File: src/rtl/rtu_pkg.sv
// Constants of the reader timer unit and its interrupt flags.
// Assumes a single 125 MHz system clock; timer rates are made by phase accumulators.
package rtu_pkg;
  // Clock rates in Hz
  localparam longint CLK_HZ = 125000000;
  localparam longint FAST_HZ = 13560000;
  localparam longint SLOW_HZ = 212000;
  localparam int ACC_W = 24;
  localparam logic [23:0] FAST_INC = 24'((FAST_HZ << ACC_W) / CLK_HZ);
  localparam logic [23:0] SLOW_INC = 24'((SLOW_HZ << ACC_W) / CLK_HZ);
  localparam logic [23:0] ACC_RST = 24'h000000;
  // Clock source select codes
  localparam logic [1:0] SEL_FAST = 2'h0;
  localparam logic [1:0] SEL_SLOW = 2'h1;
  localparam logic [1:0] SEL_WAKE = 2'h2;
  // Counter
  localparam logic [15:0] COUNT_RST = 16'h0000;
  localparam logic [15:0] COUNT_ZERO = 16'h0000;
  localparam logic [15:0] COUNT_ONE = 16'h0001;
  // Flag register a bit positions
  localparam int FA_TX = 0;
  localparam int FA_RX = 1;
  localparam int FA_CMD = 2;
  localparam int FA_HIGH = 3;
  localparam int FA_LOW = 4;
  localparam int FA_ERR = 5;
  localparam int FA_SOF = 6;
  // Flag register b bit positions
  localparam int FB_T0 = 0;
  localparam int FB_CARD = 4;
  localparam int FB_WAKE = 5;
  localparam int FB_GLOBAL = 6;
  // Bit 7 of a write selects set (1) or clear (0) of bits 0 to 6
  localparam int WR_SET_BIT = 7;
  localparam logic [7:0] FLAG_RST = 8'h00;
  localparam logic [7:0] ENABLE_RST = 8'h00;
  // Control write layout: bits 0-3 select the timers to update, bits 4-7 running value
  localparam int CTL_RUN_LSB = 4;
endpackage

File: src/rtl/rtu_timer_unit.sv
// Timer unit with four general down-counters, a wake-up timer and the interrupt flags.
// Assumes all inputs are synchronous to clk_sys and that strobes are one-cycle pulses.
`timescale 1ns/10ps
module rtu_timer_unit #(
  parameter int NT = 4
) (
  // Clock and reset
  input wire logic clk_sys,
  input wire logic rst_n,
  // Shared timer control write
  input wire logic ctl_wr,
  input wire logic [7:0] ctl_wdata,
  // Per-timer configuration
  input wire logic [2*NT-1:0] clk_sel,
  input wire logic [NT-1:0] timer_auto_reload,
  input wire logic [8*NT-1:0] timer_reload_high,
  input wire logic [8*NT-1:0] timer_reload_low,
  input wire logic [NT-1:0] mode_start,
  input wire logic [NT-1:0] wait_start_evt,
  input wire logic [NT-1:0] use_stop_evt,
  input wire logic [NT-1:0] start_evt,
  input wire logic [NT-1:0] stop_evt,
  // Wake-up timer
  input wire logic slow_oscillator,
  input wire logic wake_start,
  input wire logic wake_stop,
  input wire logic wake_timer_auto_reload,
  input wire logic wake_timer_auto_standby,
  input wire logic [7:0] wake_reload_high,
  input wire logic [7:0] wake_reload_low,
  input wire logic enter_standby,
  input wire logic detect_done,
  input wire logic card_present,
  // Events from neighbouring units
  input wire logic transmit_done,
  input wire logic receive_done,
  input wire logic command_done,
  input wire logic fifo_high_mark,
  input wire logic fifo_low_mark,
  input wire logic receive_error,
  input wire logic frame_start_seen,
  // Flag and enable writes
  input wire logic flag_a_wr,
  input wire logic flag_b_wr,
  input wire logic en_a_wr,
  input wire logic en_b_wr,
  input wire logic [7:0] flag_wdata,
  // Status
  output logic [NT-1:0] timer_running,
  output logic [8*NT-1:0] timer_count_high,
  output logic [8*NT-1:0] timer_count_low,
  output logic [15:0] wake_count,
  output logic wake_running,
  output logic [7:0] flag_register_a,
  output logic [7:0] flag_register_b,
  output logic [7:0] flag_enable_a,
  output logic [7:0] flag_enable_b,
  output logic standby,
  output logic irq
);

  ////////////////////////////////////////////////////////////////////////////////
  // Rate ticks: fractional accumulators, so tick spacing jitters by one cycle
  logic [23:0] acc_f_q, acc_f_d, acc_s_q, acc_s_d;
  logic fast_q, fast_d, slow_q, slow_d;

  always_comb
  begin
    {fast_d, acc_f_d} = {1'b0, acc_f_q} + {1'b0, rtu_pkg::FAST_INC};
    {slow_d, acc_s_d} = {1'b0, acc_s_q} + {1'b0, rtu_pkg::SLOW_INC};
  end

  always_ff @(posedge clk_sys or negedge rst_n)
  begin
    if (!rst_n)
    begin
      acc_f_q <= rtu_pkg::ACC_RST;
      acc_s_q <= rtu_pkg::ACC_RST;
      fast_q <= 1'b0;
      slow_q <= 1'b0;
    end
    else
    begin
      acc_f_q <= acc_f_d;
      acc_s_q <= acc_s_d;
      fast_q <= fast_d;
      slow_q <= slow_d;
    end
  end

  ////////////////////////////////////////////////////////////////////////////////
  // Wake-up timer and standby control
  logic [15:0] wcnt_q, wcnt_d;
  logic wrun_q, wrun_d, wuf, sb_q, sb_d;
  logic [15:0] wreload;

  assign wreload = {wake_reload_high, wake_reload_low};
  assign wuf = wrun_q && slow_oscillator && (wcnt_q == rtu_pkg::COUNT_ZERO);

  always_comb
  begin
    wcnt_d = wcnt_q;
    wrun_d = wrun_q;
    sb_d = sb_q;
    if (wake_start)
    begin
      wrun_d = 1'b1;
      wcnt_d = wreload;
    end
    else if (wake_stop)
      wrun_d = 1'b0;
    else if (wuf)
    begin
      wrun_d = wake_timer_auto_reload;
      wcnt_d = wake_timer_auto_reload ? wreload : rtu_pkg::COUNT_ZERO;
    end
    else if (wrun_q && slow_oscillator)
      wcnt_d = wcnt_q - rtu_pkg::COUNT_ONE;
    if (wuf)
      sb_d = 1'b0;
    else if (enter_standby)
      sb_d = 1'b1;
    else if (detect_done && !card_present && !sb_q)
      sb_d = wake_timer_auto_standby;
  end

  always_ff @(posedge clk_sys or negedge rst_n)
  begin
    if (!rst_n)
    begin
      wcnt_q <= rtu_pkg::COUNT_RST;
      wrun_q <= 1'b0;
      sb_q <= 1'b0;
    end
    else
    begin
      wcnt_q <= wcnt_d;
      wrun_q <= wrun_d;
      sb_q <= sb_d;
    end
  end

  ////////////////////////////////////////////////////////////////////////////////
  // General timers
  // Flag state is declared here because the per-timer checks below watch it
  logic [7:0] flag_a_q, flag_a_d, flag_b_q, flag_b_d, en_a_q, en_a_d, en_b_q, en_b_d;
  logic [15:0] cnt_q [NT], cnt_d [NT];
  logic [NT-1:0] run_q, run_d, arm_q, arm_d, tick, uf, host_go;

  always_comb
  begin
    run_d = run_q;
    arm_d = arm_q;
    for (int i = 0; i < NT; i++)
    begin
      cnt_d[i] = cnt_q[i];
      case (clk_sel[2*i +: 2])
        rtu_pkg::SEL_FAST: tick[i] = fast_q;
        rtu_pkg::SEL_SLOW: tick[i] = slow_q;
        rtu_pkg::SEL_WAKE: tick[i] = wuf;
        default: tick[i] = 1'b0;
      endcase
      uf[i] = run_q[i] && tick[i] && (cnt_q[i] == rtu_pkg::COUNT_ZERO);
      host_go[i] = (ctl_wr && ctl_wdata[i] && ctl_wdata[rtu_pkg::CTL_RUN_LSB + i])
        || mode_start[i];
      if (host_go[i])
      begin
        cnt_d[i] = {timer_reload_high[8*i +: 8], timer_reload_low[8*i +: 8]};
        arm_d[i] = wait_start_evt[i] && !start_evt[i];
        run_d[i] = !arm_d[i];
      end
      else if (ctl_wr && ctl_wdata[i])
      begin
        run_d[i] = 1'b0;
        arm_d[i] = 1'b0;
      end
      else if (arm_q[i] && start_evt[i])
      begin
        arm_d[i] = 1'b0;
        run_d[i] = 1'b1;
      end
      else if (run_q[i] && use_stop_evt[i] && stop_evt[i])
        run_d[i] = 1'b0;
      else if (uf[i])
      begin
        run_d[i] = timer_auto_reload[i];
        if (timer_auto_reload[i])
          cnt_d[i] = {timer_reload_high[8*i +: 8], timer_reload_low[8*i +: 8]};
      end
      else if (run_q[i] && tick[i])
        cnt_d[i] = cnt_q[i] - rtu_pkg::COUNT_ONE;
    end
  end

  always_ff @(posedge clk_sys or negedge rst_n)
  begin
    if (!rst_n)
    begin
      run_q <= '0;
      arm_q <= '0;
      for (int i = 0; i < NT; i++)
        cnt_q[i] <= rtu_pkg::COUNT_RST;
    end
    else
    begin
      run_q <= run_d;
      arm_q <= arm_d;
      for (int i = 0; i < NT; i++)
        cnt_q[i] <= cnt_d[i];
    end
  end

  for (genvar g = 0; g < NT; g++)
  begin : g_chk
    logic quiet;
    assign quiet = !ctl_wr && !mode_start[g] && !(use_stop_evt[g] && stop_evt[g]);

  end

  ////////////////////////////////////////////////////////////////////////////////
  // Flags and enables; hardware set wins over a host clear in the same cycle
  logic [7:0] hw_a, hw_b;
  logic glob_d, irq_q, irq_d;

  // Applies a bit-7 qualified write to bits 0 to 6
  function automatic logic [7:0] wr_flags(input logic [7:0] cur, input logic we,
                                          input logic [7:0] wd);
    logic [7:0] r;
    r = cur;
    if (we)
      r[6:0] = wd[rtu_pkg::WR_SET_BIT] ? (cur[6:0] | wd[6:0]) : (cur[6:0] & ~wd[6:0]);
    r[7] = 1'b0;
    return r;
  endfunction

  always_comb
  begin
    hw_a = 8'h00;
    hw_a[rtu_pkg::FA_TX] = transmit_done;
    hw_a[rtu_pkg::FA_RX] = receive_done;
    hw_a[rtu_pkg::FA_CMD] = command_done;
    hw_a[rtu_pkg::FA_HIGH] = fifo_high_mark;
    hw_a[rtu_pkg::FA_LOW] = fifo_low_mark;
    hw_a[rtu_pkg::FA_ERR] = receive_error;
    hw_a[rtu_pkg::FA_SOF] = frame_start_seen;
    hw_b = 8'h00;
    hw_b[rtu_pkg::FB_T0 +: NT] = uf;
    hw_b[rtu_pkg::FB_CARD] = detect_done && card_present;
    hw_b[rtu_pkg::FB_WAKE] = wuf;
    flag_a_d = wr_flags(flag_a_q, flag_a_wr, flag_wdata) | hw_a;
    flag_b_d = wr_flags(flag_b_q, flag_b_wr, flag_wdata) | hw_b;
    glob_d = |(flag_a_q[6:0] & en_a_q[6:0]) | |(flag_b_q[5:0] & en_b_q[5:0]);
    flag_b_d[rtu_pkg::FB_GLOBAL] = glob_d;
    en_a_d = wr_flags(en_a_q, en_a_wr, flag_wdata);
    en_b_d = wr_flags(en_b_q, en_b_wr, flag_wdata);
    irq_d = flag_b_q[rtu_pkg::FB_GLOBAL] && en_b_q[rtu_pkg::FB_GLOBAL];
  end

  always_ff @(posedge clk_sys or negedge rst_n)
  begin
    if (!rst_n)
    begin
      flag_a_q <= rtu_pkg::FLAG_RST;
      flag_b_q <= rtu_pkg::FLAG_RST;
      en_a_q <= rtu_pkg::ENABLE_RST;
      en_b_q <= rtu_pkg::ENABLE_RST;
      irq_q <= 1'b0;
    end
    else
    begin
      flag_a_q <= flag_a_d;
      flag_b_q <= flag_b_d;
      en_a_q <= en_a_d;
      en_b_q <= en_b_d;
      irq_q <= irq_d;
    end
  end

  ////////////////////////////////////////////////////////////////////////////////
  // Outputs
  always_comb
  begin
    for (int i = 0; i < NT; i++)
    begin
      timer_count_high[8*i +: 8] = cnt_q[i][15:8];
      timer_count_low[8*i +: 8] = cnt_q[i][7:0];
    end
  end

  assign timer_running = run_q;
  assign wake_count = wcnt_q;
  assign wake_running = wrun_q;
  assign flag_register_a = flag_a_q;
  assign flag_register_b = flag_b_q;
  assign flag_enable_a = en_a_q;
  assign flag_enable_b = en_b_q;
  assign standby = sb_q;
  assign irq = irq_q;

endmodule

File: config.mk
export PLATFORM = sky130hd
export DESIGN_NAME = rtu_timer_unit
export DESIGN_NICKNAME = d
export VERILOG_FILES = /design/src/rtl/rtu_pkg.sv /design/src/rtl/rtu_timer_unit.sv
export SDC_FILE = /design/constraint.sdc
export NUM_CORES = 1
export LEC_CHECK = 0
export ABC_AREA = 1
export ABC_CLOCK_PERIOD_IN_PS = 2650
export BUFFER_PORTS_ARGS = -buffer_cell sky130_fd_sc_hd__buf_2
export CAP_MARGIN = 25
export CORE_MARGIN = 3
export CORE_UTILIZATION = 35
export DETAILED_ROUTE_END_ITERATION = 6
export PLACE_DENSITY_LB_ADDON = 0.3
export SKIP_LAST_GASP = 1
export SLEW_MARGIN = 20
export SYNTH_ARGS = -nofsm -noshare
export SYNTH_HDL_FRONTEND = slang
export SYNTH_SLANG_ARGS = --single-unit
export TNS_END_PERCENT = 10
File: constraint.sdc
create_clock -name clk_sys -period 2.65 [get_ports clk_sys]
set_input_delay 0.795 -clock clk_sys [delete_from_list [all_inputs] [get_ports clk_sys]]
set_output_delay 0.795 -clock clk_sys [all_outputs]
set_load 0.01 [all_outputs]
### Word level (Yosys, flattened, before mapping)

Index checks and enable logic that the tools add are counted.

| storage, ports and cells | value |
|---|---|
| output and inout port bits | 119 |
| register bits after elaboration | 169 |
| input bits | 150 |
| logic and storage cells | 234 |

| operators by class | value |
|---|---|
| reductions and logical operators | 83 |
| add/subtract/negate cells | 7 |
| equal/unequal tests | 25 |
| muxes and demuxes | 81 |
| bitwise gates (word level) | 14 |

Operators by type and width:

| kind | count |
|---|---|
| $mux 16 | 33 |
| $logic_not 16->1 | 5 |
| $sub 16x1->16 const B | 5 |
| $logic_and 1x1->1 | 38 |
| $mux 1 | 38 |
| $reduce_bool 3->1 | 11 |
| $and 7x7->7 | 4 |
| $mux 7 | 4 |
| $or 7x7->7 | 4 |
| $ne 2x2->1 const B | 13 |
| $add 24x15->25 const B | 1 |
| $add 24x21->25 const B | 1 |
| $reduce_and 5->1 | 4 |
| $reduce_bool 5->1 | 4 |
| $and 6x6->6 | 2 |
| $mux 6 | 2 |
| $ne 3x2->1 const B | 4 |
| $or 6x6->6 | 2 |
| $pmux 1 s3 | 4 |
| $logic_not 1->1 | 10 |
| $eq 2x1->1 const B | 4 |
| $eq 2x2->1 const B | 4 |
| $logic_not 2->1 | 4 |
| $not 7->7 | 1 |
| other kinds (5) | 8 |

### Depth between registers and ports, before layout

| depth | value |
|---|---|
| depth in word-level cells | 10 |
| gate-level depth with buffers | 12 |
| gate-level depth less buffers | 12 |

### Worst setup path before layout

Ideal clock, no wire load.

| timing | value |
|---|---|
| path kind | in2reg |
| start point | in clk_sel[0] |
| end point | reg cnt_q (netlist bit timer_count_low[7]) |
| required time | 2,532 ps |
| setup time | 118 ps |
| arrival time | 1,916 ps |
| path buffers | 1 |
| path slack | 616 ps |
| stages on the path | 8 |
| path through | a21boi_0 > nor3_1 > nand4_2 > nand2_4 > inv_2 > buf_6 > nand2_1 > nand2_1 |

| on the way | value |
|---|---|
| cells in the longest elaborated chain, start to end | 9 |
| elaborated cells between the ends (all ways) | 14 |
| classes of those cells | 3 x eq/ne; 6 x mux; 5 x reduce/logical |

Ends and longest elaborated chain:

| element | RTL line | text |
|---|---|---|
| from (decl) | rtu_timer_unit.sv:14 | `input wire logic [2*NT-1:0] clk_sel,` |
| $eq 2x2->1, or another cell as far along | rtu_timer_unit.sv:157 | `case (clk_sel[2*i +: 2])` |
| $pmux 1 s3 * | rtu_timer_unit.sv:157 |  |
| $logic_and 1x1->1 * | rtu_timer_unit.sv:163, rtu_timer_unit.sv:190 |  |
| $logic_and 1x1->1 | rtu_timer_unit.sv:163 | `uf[i] = run_q[i] && tick[i] && (cnt_q[i] == rtu_pkg::COUNT_ZERO);` |
| $mux 16 | rtu_timer_unit.sv:184 | `else if (uf[i])` |
| $mux 16 | rtu_timer_unit.sv:182 | `else if (run_q[i] && use_stop_evt[i] && stop_evt[i])` |
| $mux 16 | rtu_timer_unit.sv:177 | `else if (arm_q[i] && start_evt[i])` |
| $mux 16 | rtu_timer_unit.sv:172 | `else if (ctl_wr && ctl_wdata[i])` |
| $mux 16 | rtu_timer_unit.sv:166 | `if (host_go[i])` |
| to (signal, indexed assignment) | rtu_timer_unit.sv:202 | `cnt_q[i] <= rtu_pkg::COUNT_RST;` |
| to (signal, indexed assignment) | rtu_timer_unit.sv:209 | `cnt_q[i] <= cnt_d[i];` |
| to (decl) | rtu_timer_unit.sv:147 | `logic [15:0] cnt_q [NT], cnt_d [NT];` |

Mark *: on every way between the ends. The rest lies on a longest branch, timed or not. The select of a mux whose other input is x is not followed.
A chain may end at the register's enable or synchronous reset.

### Final worst setup path

| timing | value |
|---|---|
| start point | reg wcnt_q[0] (netlist: wake_count[0]) |
| end point | reg cnt_q (netlist bit timer_count_high[13]) |

| on the way | value |
|---|---|
| cells in the longest elaborated chain, start to end | 10 |
| elaborated cells between the ends (all ways) | 13 |
| classes of those cells | 1 x eq/ne; 6 x mux; 6 x reduce/logical |

Ends and longest elaborated chain:

| element | RTL line | text |
|---|---|---|
| from (decl) | rtu_timer_unit.sv:93 | `logic [15:0] wcnt_q, wcnt_d;` |
| from (signal assigned) | rtu_timer_unit.sv:131 | `wcnt_q <= rtu_pkg::COUNT_RST;` |
| from (signal assigned) | rtu_timer_unit.sv:137 | `wcnt_q <= wcnt_d;` |
| $logic_not 16->1 * | rtu_timer_unit.sv:98 | `assign wuf = wrun_q && slow_oscillator && (wcnt_q == rtu_pkg::COUNT_ZERO);` |
| $logic_and 1x1->1 * | rtu_timer_unit.sv:98 |  |
| $pmux 1 s3 * | rtu_timer_unit.sv:157 |  |
| $logic_and 1x1->1 * | rtu_timer_unit.sv:163, rtu_timer_unit.sv:190 |  |
| $logic_and 1x1->1 | rtu_timer_unit.sv:163 |  |
| $mux 16 | rtu_timer_unit.sv:184 |  |
| $mux 16 | rtu_timer_unit.sv:182 |  |
| $mux 16 | rtu_timer_unit.sv:177 |  |
| $mux 16 | rtu_timer_unit.sv:172 |  |
| $mux 16 | rtu_timer_unit.sv:166 |  |

Marked as above.

==> metrics.txt <==
crit-path max cell delay between 400 and 500 ps; fill count ~3,000; Pleak 6.86 nW; fmax 451 MHz; setup TNS 0 ps; distinct cell type count after synthesis 40; crit start category flip-flop; sequential cell area fraction in the yosys report approximately two fifths; Hold Vio Cnt, Final 0; clock network latency to the later pin of the worst-skew pair roughly 440 ps; Rows between 60 and 70; fin util between 40% and 50%; proportion of layout cells with a drive suffix above 1 just under 20%; PwrDens 589 mW/mm^2; CP Capture Type flip-flop; Worst VDD drop around 0.41 mV; Post-CTS Hold Fix Bufs 0; Worst-path clk slew about 80 ps; Buffers on Ports between 200 and 300; half-perimeter wire length after placement between 20,000 and 25,000 um; total area of sequential cells between 0.004 and 0.005 mm^2; CTS root buffer clkbuf_16; Core ar. 0.0292 mm^2; Post-synth ARST share 100%; critical path class reg -> reg; die area around 0.032 mm^2; 1st-iter DRT viols just under 700; GR Overflow Total 0; total track usage 18.5%; Final min period ~2200 ps; drt total wl just over 30,000 um; initial antenna violation count 7; Top cell by count, worst path nand2_1; Synth Register Bits between 150 and 200; Worst Tran Pin Value approximately 910 ps; gp weighted congestion a little under 0.9; maxcap violations 0; H-tree levels 4; RSZ-0062 raised after global routing no; Fin Clk Skew around 18 ps; synthesized area per cell ~7.0 um^2; Starting Density between 30 and 40%; crit path max fanout 17; die width between 150 and 200 um; drc violations 0; CP arrival ~2500 ps; CTS tree done; drt wl/cell roughly 14 um; Syn. warnings 0; CTS resizes 0; Mapped Cells around 1,500; clock sinks 165; outcome finished, final reports clean; clock buffer count from CTS 17; Syn-to-layout area delta 22.3%; Post-synth EDFFs 0; Longest Clk Path Bufs 2; Worst Hold Class in -> async; Nets 1,942; ANT nets after route 0; Die Ht 180 um; Slew Viols, Final 0; drt pass-1 iters 5; Top Ports about 270; multi-input gate area in the final layout approximately 0.0053 mm^2; first-pass GRT wire length ~50,000 um; slew margin rel. 39.2%; setup bufs post-CTS 0; Most used DFF post-synth dfrtp_1; hold_ws between 200 and 300 ps; vias in the first global route ~9,900; Avg Vias per Cell 4.81; CP cell instances inv_1 > ha_1 > nand3_1 > nor2_2 > nand3_4 > nand2_2 > nand4_2 > nand2_4 > inv_2 > nand2_1 > nand2_1; post-synthesis cell area roughly 0.011 mm^2; Via Count approximately 11,000; largest net degree at the start of global routing between 50 and 60; Tcrit/Tclk final between 80% and 90%; slowest CP cell dfrtp_1; CP required 2970 ps; final setup vio count 0
-- flip-flops by register name, indices dropped and copies added, names as in the netlist, named ones only --
name              flops
slow_q                1
acc_s_q              23
acc_f_q              21
wake_count           16
fast_q                1
irq                   1
flag_register_b       7
timer_count_low      32
flag_register_a       7
wake_running          1
arm_q                 4
standby               1
timer_count_high     32
timer_running         4
-- stage by stage --
stage	total power [mW]	area, um^2	std cells	setup slack (ps)
3_3_place_gp	5.10	12300	2149	353
5_1_grt	8.08	12900	2186	271
6_report	7.61	12900	2186	434
4_1_cts	7.68	12900	2181	451
3_5_place_dp	5.13	12300	2149	308
2_1_floorplan	4.34	10600	1521	616
-- layer usage --
metal  vias to the layer above  track usage (%)  routed length [um]
met5                         -                0                  27
met4                         4             4.86                 457
met3                        42             3.66                1910
met2                       343             29.0               13700
met1                      4789             26.2               14500
li1                       5329                -                   -
-- area by class of cell --
type                            instances  share of cell area, %
Multi-Input combinational cell       1089                   41.3
Sequential cell                       165                   32.0
Timing Repair Buffer                  282                   11.5
Inverter                              229                   6.66
Tap cell                              384                   3.72
Clock buffer                           17                   3.29
Clock inverter                         15                   1.41
Antenna cell                            5                 0.0969
-- critical path, delay by kind of cell, from the launching register on --
kind	cells	cell delay, ps
buffers and inverters	2	290
adder cells (fa/ha/maj)	1	160
flip-flops	1	420
AND/OR/NAND/NOR	8	1210
-- path summary, 6_finish.rpt --
check	to	startpoint	cells past startpoint	slack, ps
setup / recovery	timer_count_high[13]	wake_count[0]	11	430
min in group clk_sys	acc_s_q[1]	acc_s_q[1]	1	430
max in group asynchronous	wake_count[0]	rst_n	2	1590
setup reg to reg	timer_count_high[13]	wake_count[0]	11	430
hold / removal	flag_register_a[5]	rst_n	1	270
hold reg to reg	acc_s_q[1]	acc_s_q[1]	1	430
-- cell usage in the layout (no fill, tap or decap), types with 4 or more instances in the layout --
cell type  netlist  routed
conb_1           1       4
a21oi_1         38      38
buf_2           10     263
inv_2            5       5
dfrtp_1        165     165
buf_4            8      16
ha_1             8       8
nand4_2          4       4
diode_2          0       5
nand3_1        197     197
nand2_1        445     445
nand2_4          8       8
xnor2_1         27      27
clkinv_8         0       6
nor2_2           4       4
nor3_1          16      16
xor2_1          57      57
nand2_2          4       4
nor2_1         158     158
o211ai_1         6       6
a31oi_1         21      21
o21ai_0         53      53
inv_1          223     223
nand4_1         15      15
clkbuf_16        0      17
nand3_4          5       5
inv_6            0       4
-- logic make-up (layout without fill, tap and decap cells) --
group	count (synthesis)	after routing	share of synthesized area, %
and+or+nand+nor	865	865	35.7
buffers and inverters	267	543	10.5
other	1	9	0.0355
xor gates and xnor gates	84	84	6.97
DFF	165	165	39.1
adders and majority gates	8	8	0.948
AOI/OAI and AO/OA	128	128	6.78
-- cells in the mapped netlist, types with 3 or more instances --
| master | number | area share (%) |
|---|---|---|
| xor2_1 | 57 | 4.7 |
| buf_2 | 10 | 0.47 |
| nand4_1 | 15 | 0.89 |
| nand4_2 | 4 | 0.47 |
| buf_1 | 5 | 0.18 |
| dfrtp_1 | 165 | 39 |
| inv_2 | 5 | 0.18 |
| o211ai_1 | 6 | 0.43 |
| inv_1 | 223 | 7.9 |
| nand2_2 | 4 | 0.24 |
| nand3_1 | 197 | 9.3 |
| a21oi_1 | 38 | 1.8 |
| buf_6 | 8 | 0.85 |
| a21boi_0 | 3 | 0.21 |
| ha_1 | 8 | 0.95 |
| clkbuf_1 | 7 | 0.25 |
| nand3_4 | 5 | 0.83 |
| nand2_4 | 8 | 0.85 |
| buf_4 | 8 | 0.57 |
| nand3b_1 | 3 | 0.21 |
| a31oi_1 | 21 | 1.2 |
| o21ai_0 | 53 | 2.5 |
| nor3_1 | 16 | 0.76 |
| nor2_1 | 158 | 5.6 |
| nand2_1 | 445 | 16 |
| nor2_2 | 4 | 0.24 |
| xnor2_1 | 27 | 2.2 |
-- report_power, final --
group	internal, mW	total [mW]	switching [mW]
Combinational	0.760	1.89	1.13
Sequential	2.79	3.19	0.401
Clock	1.28	2.53	1.25
No activity file was read; power rests on OpenSTA's default activity.
